$ cat src/raoch_regs.svh
// Function
// statistics dump clears counters after copying
// option modify: code 01, results 00/01/04
// write result byte, then interrupt host
// insert command 03 with option, addresses
// addresses byte-swapped; zero selects default
// protocol select: 0 fallback, 1 token, 2 immediate
// offset 33 inhibits congestion frame
// bit0 contention; claim token always started
// host writes reserved option bits zero
// bit3 forwards changed attention frames
// bit4 forwards unsupported class frames
// bits 5/6 mask soft/hard interrupts
// bit7 loops transmit back internally
// bit11 selects half duplex
// bit12 inhibits early release at 16M
// bit13 no monitor; fail when alone
// bit15 forwards first and changed beacons
// insert response layout, error at 7
// offset 14 points at version text
// offset 16 nonzero when immediate access
// host loops back local LLC frames
// open error: phase nibble, condition nibble
`ifndef RAOCH_REGS_SVH
`define RAOCH_REGS_SVH
`define RAOCH_BLK_BYTES   64
`define RAOCH_REG_CTRL    7'h40
`define RAOCH_CMD_MODIFY  8'h01
`define RAOCH_CMD_INSERT  8'h03
`define RAOCH_CMD_STATS   8'h13
`define RAOCH_RC_OK       8'h00
`define RAOCH_RC_BADCMD   8'h01
`define RAOCH_RC_CLOSED   8'h04
`define RAOCH_RC_OPENERR  8'h07
`define RAOCH_OFF_CMD     0
`define RAOCH_OFF_RC      2
`define RAOCH_OFF_MODOPT  4
`define RAOCH_OFF_ERR     7
`define RAOCH_OFF_OPT     8
`define RAOCH_OFF_STA     10
`define RAOCH_OFF_GRP     16
`define RAOCH_OFF_FUN     20
`define RAOCH_OFF_PROT    32
`define RAOCH_OFF_CONG    33
`define RAOCH_OFF_RSTAT   8
`define RAOCH_OFF_RREQ    10
`define RAOCH_OFF_RADP    12
`define RAOCH_OFF_VER     14
`define RAOCH_OFF_DTR     16
`define RAOCH_OFF_CNT     4
`define RAOCH_PROT_AUTO   8'h00
`define RAOCH_PROT_TOKEN  8'h01
`define RAOCH_PROT_IMMED  8'h02
`define RAOCH_PH_INSERT   4'h2
`define RAOCH_CD_NOMON    4'hD
`define RAOCH_BIT_CONTEND 0
`define RAOCH_BIT_ATTN    3
`define RAOCH_BIT_UNSUP   4
`define RAOCH_BIT_SOFT    5
`define RAOCH_BIT_HARD    6
`define RAOCH_BIT_LOOP    7
`define RAOCH_BIT_HALF    11
`define RAOCH_BIT_NOETR   12
`define RAOCH_BIT_BOOT    13
`define RAOCH_BIT_BEACON  15
`endif

$ cat src/raoch_pkg.sv
package raoch_pkg;
    // command engine states
    typedef enum logic [2:0] {
        RAOCH_IDLE, RAOCH_DECODE, RAOCH_INS_REQ, RAOCH_INS_WAIT,
        RAOCH_RESPOND, RAOCH_IRQ
    } raoch_state_t;
endpackage

$ cat src/raoch_top.sv
// Implementation choices: the placing of the registers and the address-and-strobe port.
`timescale 1ns/10ps
`include "raoch_regs.svh"
module raoch_top import raoch_pkg::*; #(
    parameter logic [47:0] NODE_ADDR = 48'h0000_0000_0001, // stored node address
    parameter logic [15:0] STAT_PTR  = 16'h0100,  // status block pointer
    parameter logic [15:0] REQ_PTR   = 16'h0200,  // request block pointer
    parameter logic [15:0] ADP_PTR   = 16'h0300,  // adapter request pointer
    parameter logic [15:0] VER_PTR   = 16'h0400   // version text pointer
) (
    input  wire logic        clock,
    input  wire logic        resetn,
    input  wire logic [6:0]  addr,
    input  wire logic [7:0]  wdata,
    input  wire logic        wr,
    input  wire logic        rd,
    output logic      [7:0]  rdata,
    input  wire logic        rx_frame_evt,
    input  wire logic        tx_frame_evt,
    input  wire logic        rx_overrun,
    input  wire logic        soft_fault_evt,
    input  wire logic        hard_fault_evt,
    input  wire logic        monitor_needed,
    input  wire logic        ring_16mbps,
    input  wire logic        insert_done,
    input  wire logic        insert_ok,
    input  wire logic [7:0]  insert_err,
    input  wire logic        other_station_seen,
    output logic             host_irq,
    output logic             ring_insert_req,
    output logic             transmit_immediate_access,
    output logic             adapter_open,
    output logic      [47:0] station_address,
    output logic      [31:0] group_address,
    output logic             group_enable,
    output logic      [31:0] funct_address,
    output logic             funct_enable,
    output logic             contend_enable,
    output logic             claim_token_start,
    output logic             forward_attention_frames,
    output logic             forward_unsupported_class_frames,
    output logic             forward_beacon_frames,
    output logic             ring_status_irq,
    output logic             internal_loop_enable,
    output logic             half_duplex,
    output logic             early_release_active,
    output logic             boot_station_insert,
    output logic             congestion_frame_req
);
    raoch_state_t state;           // engine state
    logic [7:0]  blk [`RAOCH_BLK_BYTES]; // request block bytes
    logic [15:0] opt;              // option word in force
    logic        inhibit;          // congestion report inhibit
    logic [7:0]  prot;             // access protocol select
    logic        fallback;         // second attempt underway
    logic [7:0]  rc;               // result for response
    logic [7:0]  err;              // open error byte
    logic [15:0] rx_cnt;           // received frame counter
    logic [15:0] tx_cnt;           // transmitted frame counter
    logic        stats_clr;        // counter clear pulse
    logic        start;            // doorbell write
    logic [47:0] sta_in;           // station address, ieee order
    logic [31:0] grp_in;           // group address, ieee order
    logic [31:0] fun_in;           // functional address, ieee order
    logic [15:0] opt_new;          // modify option word

    assign start = wr && (addr == `RAOCH_REG_CTRL) && (state == RAOCH_IDLE);
    // undo the per-word swap of host addresses
    assign sta_in = {blk[11], blk[10], blk[13], blk[12], blk[15], blk[14]};
    assign grp_in = {blk[17], blk[16], blk[19], blk[18]};
    assign fun_in = {blk[21], blk[20], blk[23], blk[22]};
    assign opt_new = {blk[`RAOCH_OFF_MODOPT + 1], blk[`RAOCH_OFF_MODOPT]};

    // command sequencing
    always_ff @(posedge clock or negedge resetn) begin
        if (!resetn) begin
            state <= RAOCH_IDLE;
            rc <= 8'h00;
            err <= 8'h00;
            fallback <= 1'b0;
            stats_clr <= 1'b0;
        end else begin
            stats_clr <= 1'b0;
            case (state)
                RAOCH_IDLE: begin
                    if (start) begin
                        state <= RAOCH_DECODE;
                    end
                end
                RAOCH_DECODE: begin
                    err <= 8'h00;
                    fallback <= 1'b0;
                    state <= RAOCH_RESPOND;
                    if (blk[`RAOCH_OFF_CMD] == `RAOCH_CMD_MODIFY) begin
                        rc <= adapter_open ? `RAOCH_RC_OK : `RAOCH_RC_CLOSED;
                    end else if (blk[`RAOCH_OFF_CMD] == `RAOCH_CMD_INSERT) begin
                        state <= RAOCH_INS_REQ;
                    end else if (blk[`RAOCH_OFF_CMD] == `RAOCH_CMD_STATS) begin
                        rc <= adapter_open ? `RAOCH_RC_OK : `RAOCH_RC_CLOSED;
                        stats_clr <= adapter_open;
                    end else begin
                        rc <= `RAOCH_RC_BADCMD;
                    end
                end
                RAOCH_INS_REQ: begin
                    state <= RAOCH_INS_WAIT;
                end
                RAOCH_INS_WAIT: begin
                    if (insert_done) begin
                        state <= RAOCH_RESPOND;
                        if (opt[`RAOCH_BIT_BOOT] && !other_station_seen) begin
                            // alone on the ring: refuse to become monitor
                            rc <= `RAOCH_RC_OPENERR;
                            err <= {`RAOCH_PH_INSERT, `RAOCH_CD_NOMON};
                        end else if (insert_ok) begin
                            rc <= `RAOCH_RC_OK;
                        end else if (prot == `RAOCH_PROT_AUTO && !fallback) begin
                            // immediate access failed, retry with token
                            fallback <= 1'b1;
                            state <= RAOCH_INS_REQ;
                        end else begin
                            rc <= `RAOCH_RC_OPENERR;
                            err <= insert_err;
                        end
                    end
                end
                RAOCH_RESPOND: begin
                    state <= RAOCH_IRQ;
                end
                default: begin
                    state <= RAOCH_IDLE;
                end
            endcase
        end
    end

    // insertion request pulse and access mode
    always_ff @(posedge clock or negedge resetn) begin
        if (!resetn) begin
            ring_insert_req <= 1'b0;
            transmit_immediate_access <= 1'b0;
        end else begin
            ring_insert_req <= (state == RAOCH_INS_REQ);
            if (state == RAOCH_INS_REQ) begin
                // auto tries immediate first, then token
                transmit_immediate_access <= (prot == `RAOCH_PROT_IMMED) ||
                    ((prot == `RAOCH_PROT_AUTO) && !fallback);
            end
        end
    end

    // open state, options and addresses
    always_ff @(posedge clock or negedge resetn) begin
        if (!resetn) begin
            adapter_open <= 1'b0;
            opt <= 16'h0000;
            prot <= `RAOCH_PROT_AUTO;
            inhibit <= 1'b0;
            station_address <= 48'h0;
            group_address <= 32'h0;
            group_enable <= 1'b0;
            funct_address <= 32'h0;
            funct_enable <= 1'b0;
        end else if (state == RAOCH_DECODE) begin
            if (blk[`RAOCH_OFF_CMD] == `RAOCH_CMD_MODIFY && adapter_open) begin
                opt <= opt_new;
            end else if (blk[`RAOCH_OFF_CMD] == `RAOCH_CMD_INSERT) begin
                opt <= {blk[`RAOCH_OFF_OPT + 1], blk[`RAOCH_OFF_OPT]};
                prot <= blk[`RAOCH_OFF_PROT];
                inhibit <= blk[`RAOCH_OFF_CONG][0];
                station_address <= (sta_in == 48'h0) ? NODE_ADDR : sta_in;
                group_address <= grp_in;
                group_enable <= (grp_in != 32'h0);
                funct_address <= fun_in;
                funct_enable <= (fun_in != 32'h0);
            end
        end else if (state == RAOCH_INS_WAIT && insert_done) begin
            adapter_open <= insert_ok && !(opt[`RAOCH_BIT_BOOT] && !other_station_seen);
        end
    end

    // request block: host writes, engine writes responses
    always_ff @(posedge clock) begin
        if (wr && addr < 7'(`RAOCH_BLK_BYTES)) begin
            blk[addr[5:0]] <= wdata;
        end
        if (state == RAOCH_RESPOND) begin
            blk[`RAOCH_OFF_RC] <= rc;
            if (blk[`RAOCH_OFF_CMD] == `RAOCH_CMD_INSERT) begin
                blk[`RAOCH_OFF_ERR] <= err;
                blk[`RAOCH_OFF_RSTAT] <= STAT_PTR[7:0];
                blk[`RAOCH_OFF_RSTAT + 1] <= STAT_PTR[15:8];
                blk[`RAOCH_OFF_RREQ] <= REQ_PTR[7:0];
                blk[`RAOCH_OFF_RREQ + 1] <= REQ_PTR[15:8];
                blk[`RAOCH_OFF_RADP] <= ADP_PTR[7:0];
                blk[`RAOCH_OFF_RADP + 1] <= ADP_PTR[15:8];
                blk[`RAOCH_OFF_VER] <= VER_PTR[7:0];
                blk[`RAOCH_OFF_VER + 1] <= VER_PTR[15:8];
                blk[`RAOCH_OFF_DTR] <= {7'h00, transmit_immediate_access};
            end
        end
        if (stats_clr) begin
            // counter snapshot taken before the clear
            blk[`RAOCH_OFF_CNT] <= rx_cnt[7:0];
            blk[`RAOCH_OFF_CNT + 1] <= rx_cnt[15:8];
            blk[`RAOCH_OFF_CNT + 2] <= tx_cnt[7:0];
            blk[`RAOCH_OFF_CNT + 3] <= tx_cnt[15:8];
        end
    end

    // statistics counters, cleared on dump; new event survives clear
    always_ff @(posedge clock or negedge resetn) begin
        if (!resetn) begin
            rx_cnt <= 16'h0000;
            tx_cnt <= 16'h0000;
        end else begin
            rx_cnt <= (stats_clr ? 16'h0000 : rx_cnt) + {15'h0000, rx_frame_evt};
            tx_cnt <= (stats_clr ? 16'h0000 : tx_cnt) + {15'h0000, tx_frame_evt};
        end
    end

    // completion interrupt after the result byte
    always_ff @(posedge clock or negedge resetn) begin
        if (!resetn) begin
            host_irq <= 1'b0;
        end else begin
            host_irq <= (state == RAOCH_IRQ);
        end
    end

    // option-driven ring controls
    always_ff @(posedge clock or negedge resetn) begin
        if (!resetn) begin
            contend_enable <= 1'b0;
            claim_token_start <= 1'b0;
            forward_attention_frames <= 1'b0;
            forward_unsupported_class_frames <= 1'b0;
            forward_beacon_frames <= 1'b0;
            ring_status_irq <= 1'b0;
            internal_loop_enable <= 1'b0;
            half_duplex <= 1'b0;
            early_release_active <= 1'b0;
            boot_station_insert <= 1'b0;
            congestion_frame_req <= 1'b0;
        end else begin
            contend_enable <= opt[`RAOCH_BIT_CONTEND];
            claim_token_start <= monitor_needed;
            forward_attention_frames <= opt[`RAOCH_BIT_ATTN];
            forward_unsupported_class_frames <= opt[`RAOCH_BIT_UNSUP];
            forward_beacon_frames <= opt[`RAOCH_BIT_BEACON];
            ring_status_irq <= (soft_fault_evt && !opt[`RAOCH_BIT_SOFT]) ||
                               (hard_fault_evt && !opt[`RAOCH_BIT_HARD]);
            internal_loop_enable <= opt[`RAOCH_BIT_LOOP];
            half_duplex <= opt[`RAOCH_BIT_HALF];
            early_release_active <= ring_16mbps && !opt[`RAOCH_BIT_NOETR];
            boot_station_insert <= opt[`RAOCH_BIT_BOOT];
            congestion_frame_req <= rx_overrun && !inhibit;
        end
    end

    // register read port, one cycle latency
    always_ff @(posedge clock or negedge resetn) begin
        if (!resetn) begin
            rdata <= 8'h00;
        end else if (!rd) begin
            rdata <= 8'h00;
        end else if (addr < 7'(`RAOCH_BLK_BYTES)) begin
            rdata <= blk[addr[5:0]];
        end else if (addr == `RAOCH_REG_CTRL) begin
            rdata <= {5'h00, state != RAOCH_IDLE, adapter_open, transmit_immediate_access};
        end else begin
            rdata <= 8'h00; // unmapped
        end
    end

    // checks
    result_before_irq_a: assert property (@(posedge clock) disable iff (!resetn)
        host_irq |-> $past(state, 2) == RAOCH_RESPOND) else $error("irq without result");
    modify_closed_a: assert property (@(posedge clock) disable iff (!resetn)
        state == RAOCH_DECODE && blk[0] == `RAOCH_CMD_MODIFY && !adapter_open
        |=> rc == `RAOCH_RC_CLOSED) else $error("modify closed code");
    stats_clear_a: assert property (@(posedge clock) disable iff (!resetn)
        stats_clr && !rx_frame_evt |=> rx_cnt == 16'h0000) else $error("counter kept");
    soft_mask_a: assert property (@(posedge clock) disable iff (!resetn)
        soft_fault_evt && !hard_fault_evt && opt[5] |=> !ring_status_irq)
        else $error("soft irq leaked");
    loop_follow_a: assert property (@(posedge clock) disable iff (!resetn)
        ##1 internal_loop_enable == $past(opt[7])) else $error("loop bit lag");
    token_only_a: assert property (@(posedge clock) disable iff (!resetn)
        state == RAOCH_INS_REQ && prot == `RAOCH_PROT_TOKEN
        |=> !transmit_immediate_access) else $error("token only broken");
    congest_gate_a: assert property (@(posedge clock) disable iff (!resetn)
        rx_overrun && !inhibit |=> congestion_frame_req) else $error("no congestion frame");
    lone_boot_a: assert property (@(posedge clock) disable iff (!resetn)
        state == RAOCH_INS_WAIT && insert_done && opt[13] && !other_station_seen
        |=> !adapter_open && err == 8'h2D) else $error("boot insert not failed");
    etr_gate_a: assert property (@(posedge clock) disable iff (!resetn)
        !ring_16mbps |=> !early_release_active) else $error("early release at 4M");
endmodule // raoch_top

$ cat config.mk
export PLATFORM = sky130hd
export DESIGN_NAME = raoch_top
export DESIGN_NICKNAME = d
export VERILOG_FILES = /design/src/raoch_pkg.sv /design/src/raoch_top.sv
export VERILOG_INCLUDE_DIRS = /design/src
export SDC_FILE = /design/constraint.sdc
export NUM_CORES = 1
export LEC_CHECK = 0
export BUFFER_PORTS_ARGS = -buffer_cell sky130_fd_sc_hd__buf_4
export CAP_MARGIN = 10
export CORE_MARGIN = 4
export CORE_UTILIZATION = 50
export CTS_CLUSTER_SIZE = 20
export DETAILED_ROUTE_END_ITERATION = 6
export GPL_TIMING_DRIVEN = 0
export PLACE_DENSITY_LB_ADDON = 0.12
export SLEW_MARGIN = 0
export SYNTH_ARGS = -nofsm -noshare
export SYNTH_HDL_FRONTEND = slang
export SYNTH_SLANG_ARGS = --single-unit
export TNS_END_PERCENT = 5
$ cat constraint.sdc
create_clock -name clock -period 5.35 [get_ports clock]
set_input_delay 0 -clock clock [delete_from_list [all_inputs] [get_ports clock]]
set_output_delay 0 -clock clock [all_outputs]
set_load 0.02 [all_outputs]
==> summary.txt <==
CTS
  • CTS clk-pin slew, worst paths: roughly 0.06 ns
  • TritonCTS Sinks: slightly above 700
  • Cts bufs inserted: 75
  • Root Buffer: clkbuf_16
  • Cts repair resizes: 0
  • CTS Hold Buffers Added: 38
  • Longest Clk Path Bufs: 3
  • Skew-Pair Late Insertion Delay: 0.63 ns
  • H-tree depth: 3
  • TritonCTS clock tree: done
  • Post-CTS setup buffer count: 0

Worst setup path
  • Worst-path fanout max: 10
  • Critical Path Sink Type: register
  • Arrival @ worst endpoint: 3.72 ns
  • CP startpoint kind: input port
  • Crit Path Category: in -> reg
  • Worst EP required: between 5 and 6 ns

Job
  • Max Cap Viol: 0

Layout
  • Sequential Area: 0.0198 mm2
  • Most common cell after layout, fill and taps aside: edfxtp_1
  • Nets: roughly 2.4k
  • Fill cells: ~4.6k
  • Final core utilization: 0.595
  • Area of the multi-input gates: 0.00882 mm2
  • P&R area growth vs syn: 17.5%
  • Most frequent cells in the layout: edfxtp_1, nand2_1, dfrtp_1, buf_4, mux2_2
  • Layout cells sized above 1: 0.246

Floorplan
  • Row count: 88
  • Die footprint: about 0.063 mm2
  • Die Y-Extent: around 250 um
  • Initial Utilization: 0.507
  • Core Region: between 0.05 and 0.06 mm2
  • Die X-Extent: about 250 um
  • # IOs: 174

Pwr
  • Int Pwr: 9.49 mW
  • Leakage: 13.2 nW
  • Clock power share: 0.416
  • PD cells: approximately 370 mW/mm2
  • Peak supply drop: ~0.25 mV
  • Seq pwr share: 0.496
  • Sw frac: 0.248
  • NetSw: around 3.1 mW
  • Logic pwr share: 0.087

Drt
  • Routed Antenna Nets: 0
  • DRT Pass-1 Iters: 7
  • WL/cell: roughly 33 um
  • DRC Markers: 0
  • Vias: 20.4k
  • WL final: 104 mm
  • Starting DRT DRC Count: roughly 3k
  • Vias per cell: about 6.4

STA
  • Minimum clock period: about 3.5 ns
  • Final worst-path cycle share: 0.650
  • RSZ-0062 raised after global routing: false
  • Setup TNS: 0 ns
  • Setup-failing EPs final: 0
  • Final hold vios: 0
  • Highest clock rate: approximately 290 MHz
  • Relative slew margins: 0.0151
  • Tightest Pin Transition: ~1.5 ns
  • Clock Skews: roughly 0.025 ns
  • Max-slew violation count: 0

Synthesis
  • Main synth FF type: edfxtp_1
  • Asr flop ratio synth: 0.285
  • Syn avg cell area: 14.2 um2
  • Mapped cell area: 0.0293 mm2
  • EDFF count, synth: between 400 and 500
  • Synth cell types: 76
  • Register area share after synthesis: 0.675
  • Post-Syn Nets: ~2.1k
  • Mapped Cells: 2067
  • Flops & latches, synth: just over 700
  • YS warnings: 0

Place
  • Gpl congestion: 0.996
  • PortBufs: between 150 and 200
  • Dpl hpwl: between 70 and 80 mm

GRT
  • Largest net degree at the start of global routing: roughly 120
  • Vias in the first global route: about 20k
  • Initial antenna violation count: 5
  • Total GRT Usage: 0.328
  • Total grt overflow: 0
  • First-pass GRT wire length: 148 mm

Worst hold path
  • Hold Path Class: in -> reg

Status
  • Status: finished clean
[kinds of logic after synthesis]
| group | Yosys count | synth area share |
|---|---|---|
| mux | 296 | 0.130 |
| compound gates | 337 | 0.0746 |
| fa+ha+maj | 4 | 0.00171 |
| flops | 716 | 0.675 |
| xor+xnor | 26 | 0.00778 |
| simple gates | 551 | 0.0863 |
| buf+inv | 137 | 0.0242 |
[cells in the mapped netlist, types with 4 or more instances]
library cell | count | share of area
buf_4 | 11 | 0.0028
and3_1 | 6 | 0.0013
mux2_2 | 162 | 0.062
nor3_1 | 14 | 0.0024
nor2b_1 | 25 | 0.0053
a21oi_1 | 93 | 0.016
buf_6 | 12 | 0.0046
nand3_1 | 39 | 0.0067
or2_2 | 4 | 0.00085
o22ai_1 | 17 | 0.0036
ha_1 | 4 | 0.0017
and2_1 | 5 | 0.0011
a221o_1 | 6 | 0.0021
a221oi_1 | 43 | 0.013
o21bai_1 | 4 | 0.0010
dfrtp_1 | 204 | 0.17
o21a_1 | 4 | 0.0010
a31oi_1 | 9 | 0.0019
dfxtp_1 | 71 | 0.049
buf_1 | 5 | 0.00064
mux4_2 | 52 | 0.040
buf_2 | 51 | 0.0087
a22oi_1 | 33 | 0.0085
a22o_1 | 5 | 0.0015
nor2_1 | 124 | 0.016
o2bb2ai_1 | 6 | 0.0018
clkbuf_1 | 47 | 0.0060
nand4_1 | 10 | 0.0021
mux2i_1 | 80 | 0.027
nand2_1 | 242 | 0.031
xor2_1 | 12 | 0.0036
edfxtp_1 | 441 | 0.45
inv_1 | 8 | 0.0010
o21ai_1 | 5 | 0.00085
nand2b_1 | 23 | 0.0049
o21ai_0 | 79 | 0.014
nor4_1 | 31 | 0.0066
a32oi_1 | 7 | 0.0021
xnor2_1 | 14 | 0.0042
[power groups by stage]
stage               clock network [mW]  logic, mW  registers (mW)
floorplan                            0      0.552            6.32
global placement                     0       1.02            6.36
detailed placement                   0       1.05            6.37
CTS                               5.28       1.07            6.26
global route                      5.51       1.16            6.28
finish                            5.26       1.10            6.26
[metrics by stage]
step | cells | instance area (um2) | hold slack (ns) | power, mW | worst slack (ns)
floorplan | 2067 | 29300 | -0.296 | 6.87 | 3.19
global placement | 3001 | 31500 | 0.110 | 7.38 | 1.83
detailed placement | 3003 | 31600 | 0.0502 | 7.41 | 1.79
CTS | 3180 | 34400 | 0.00861 | 12.6 | 2.18
global route | 3180 | 34400 | 0.0343 | 13.0 | 2.05
finish | 3185 | 34400 | 0.0399 | 12.6 | 1.87
[flip-flops by register name, summed over array words and instances, names as in the netlist, 3 cells and up]
| name | flops |
|---|---|
| rx_cnt | 16 |
| prot | 8 |
| err | 8 |
| tx_cnt | 16 |
| rc | 3 |
| funct_address | 32 |
| state | 3 |
| opt | 10 |
| group_address | 32 |
| rdata | 8 |
| station_address | 48 |
| blk | 512 |
[worst max-delay path, stage by stage]
cell and delay, ns:
dlygate4sd3_1 0.53, buf_4 0.17, nor2b_1 0.65, buf_2 0.47, nand2_1 0.28, clkbuf_1 0.61, nor2_1 0.98
[final timing paths]
| path | start | slack [ns] | depth (start not counted) | end |
|---|---|---|---|---|
| setup reg to reg | state[2] | 2.47 | 5 | blk[7][7] |
| hold / removal | monitor_needed | 0.04 | 2 | claim_token_start |
| min in group asynchronous | resetn | 0.48 | 3 | group_address[14] |
| hold reg to reg | opt[3] | 0.37 | 0 | forward_attention_frames |
| max in group asynchronous | resetn | 3.34 | 4 | group_address[17] |
| setup / recovery | addr[6] | 1.87 | 7 | blk[38][4] |
[cell type report]
cell class              count  area share
diodes                      5    0.000364
multi-input cells        1214       0.256
plain buffers             126      0.0194
clock inverters            40      0.0108
repair buffers            209      0.0491
clock buffers              99      0.0603
flip-flops and latches    716       0.575
inverters                  11     0.00120
well taps                 765      0.0278
[routing by layer]
layer | wire [um] | vias up | GRT usage
li1 | - | 8390 | -
met1 | 41000 | 10400 | 0.447
met2 | 46600 | 1310 | 0.499
met3 | 10800 | 327 | 0.0820
met4 | 5610 | 4 | 0.157
met5 | 70 | - | 0.00618
(Power assumes the default switching activity.)
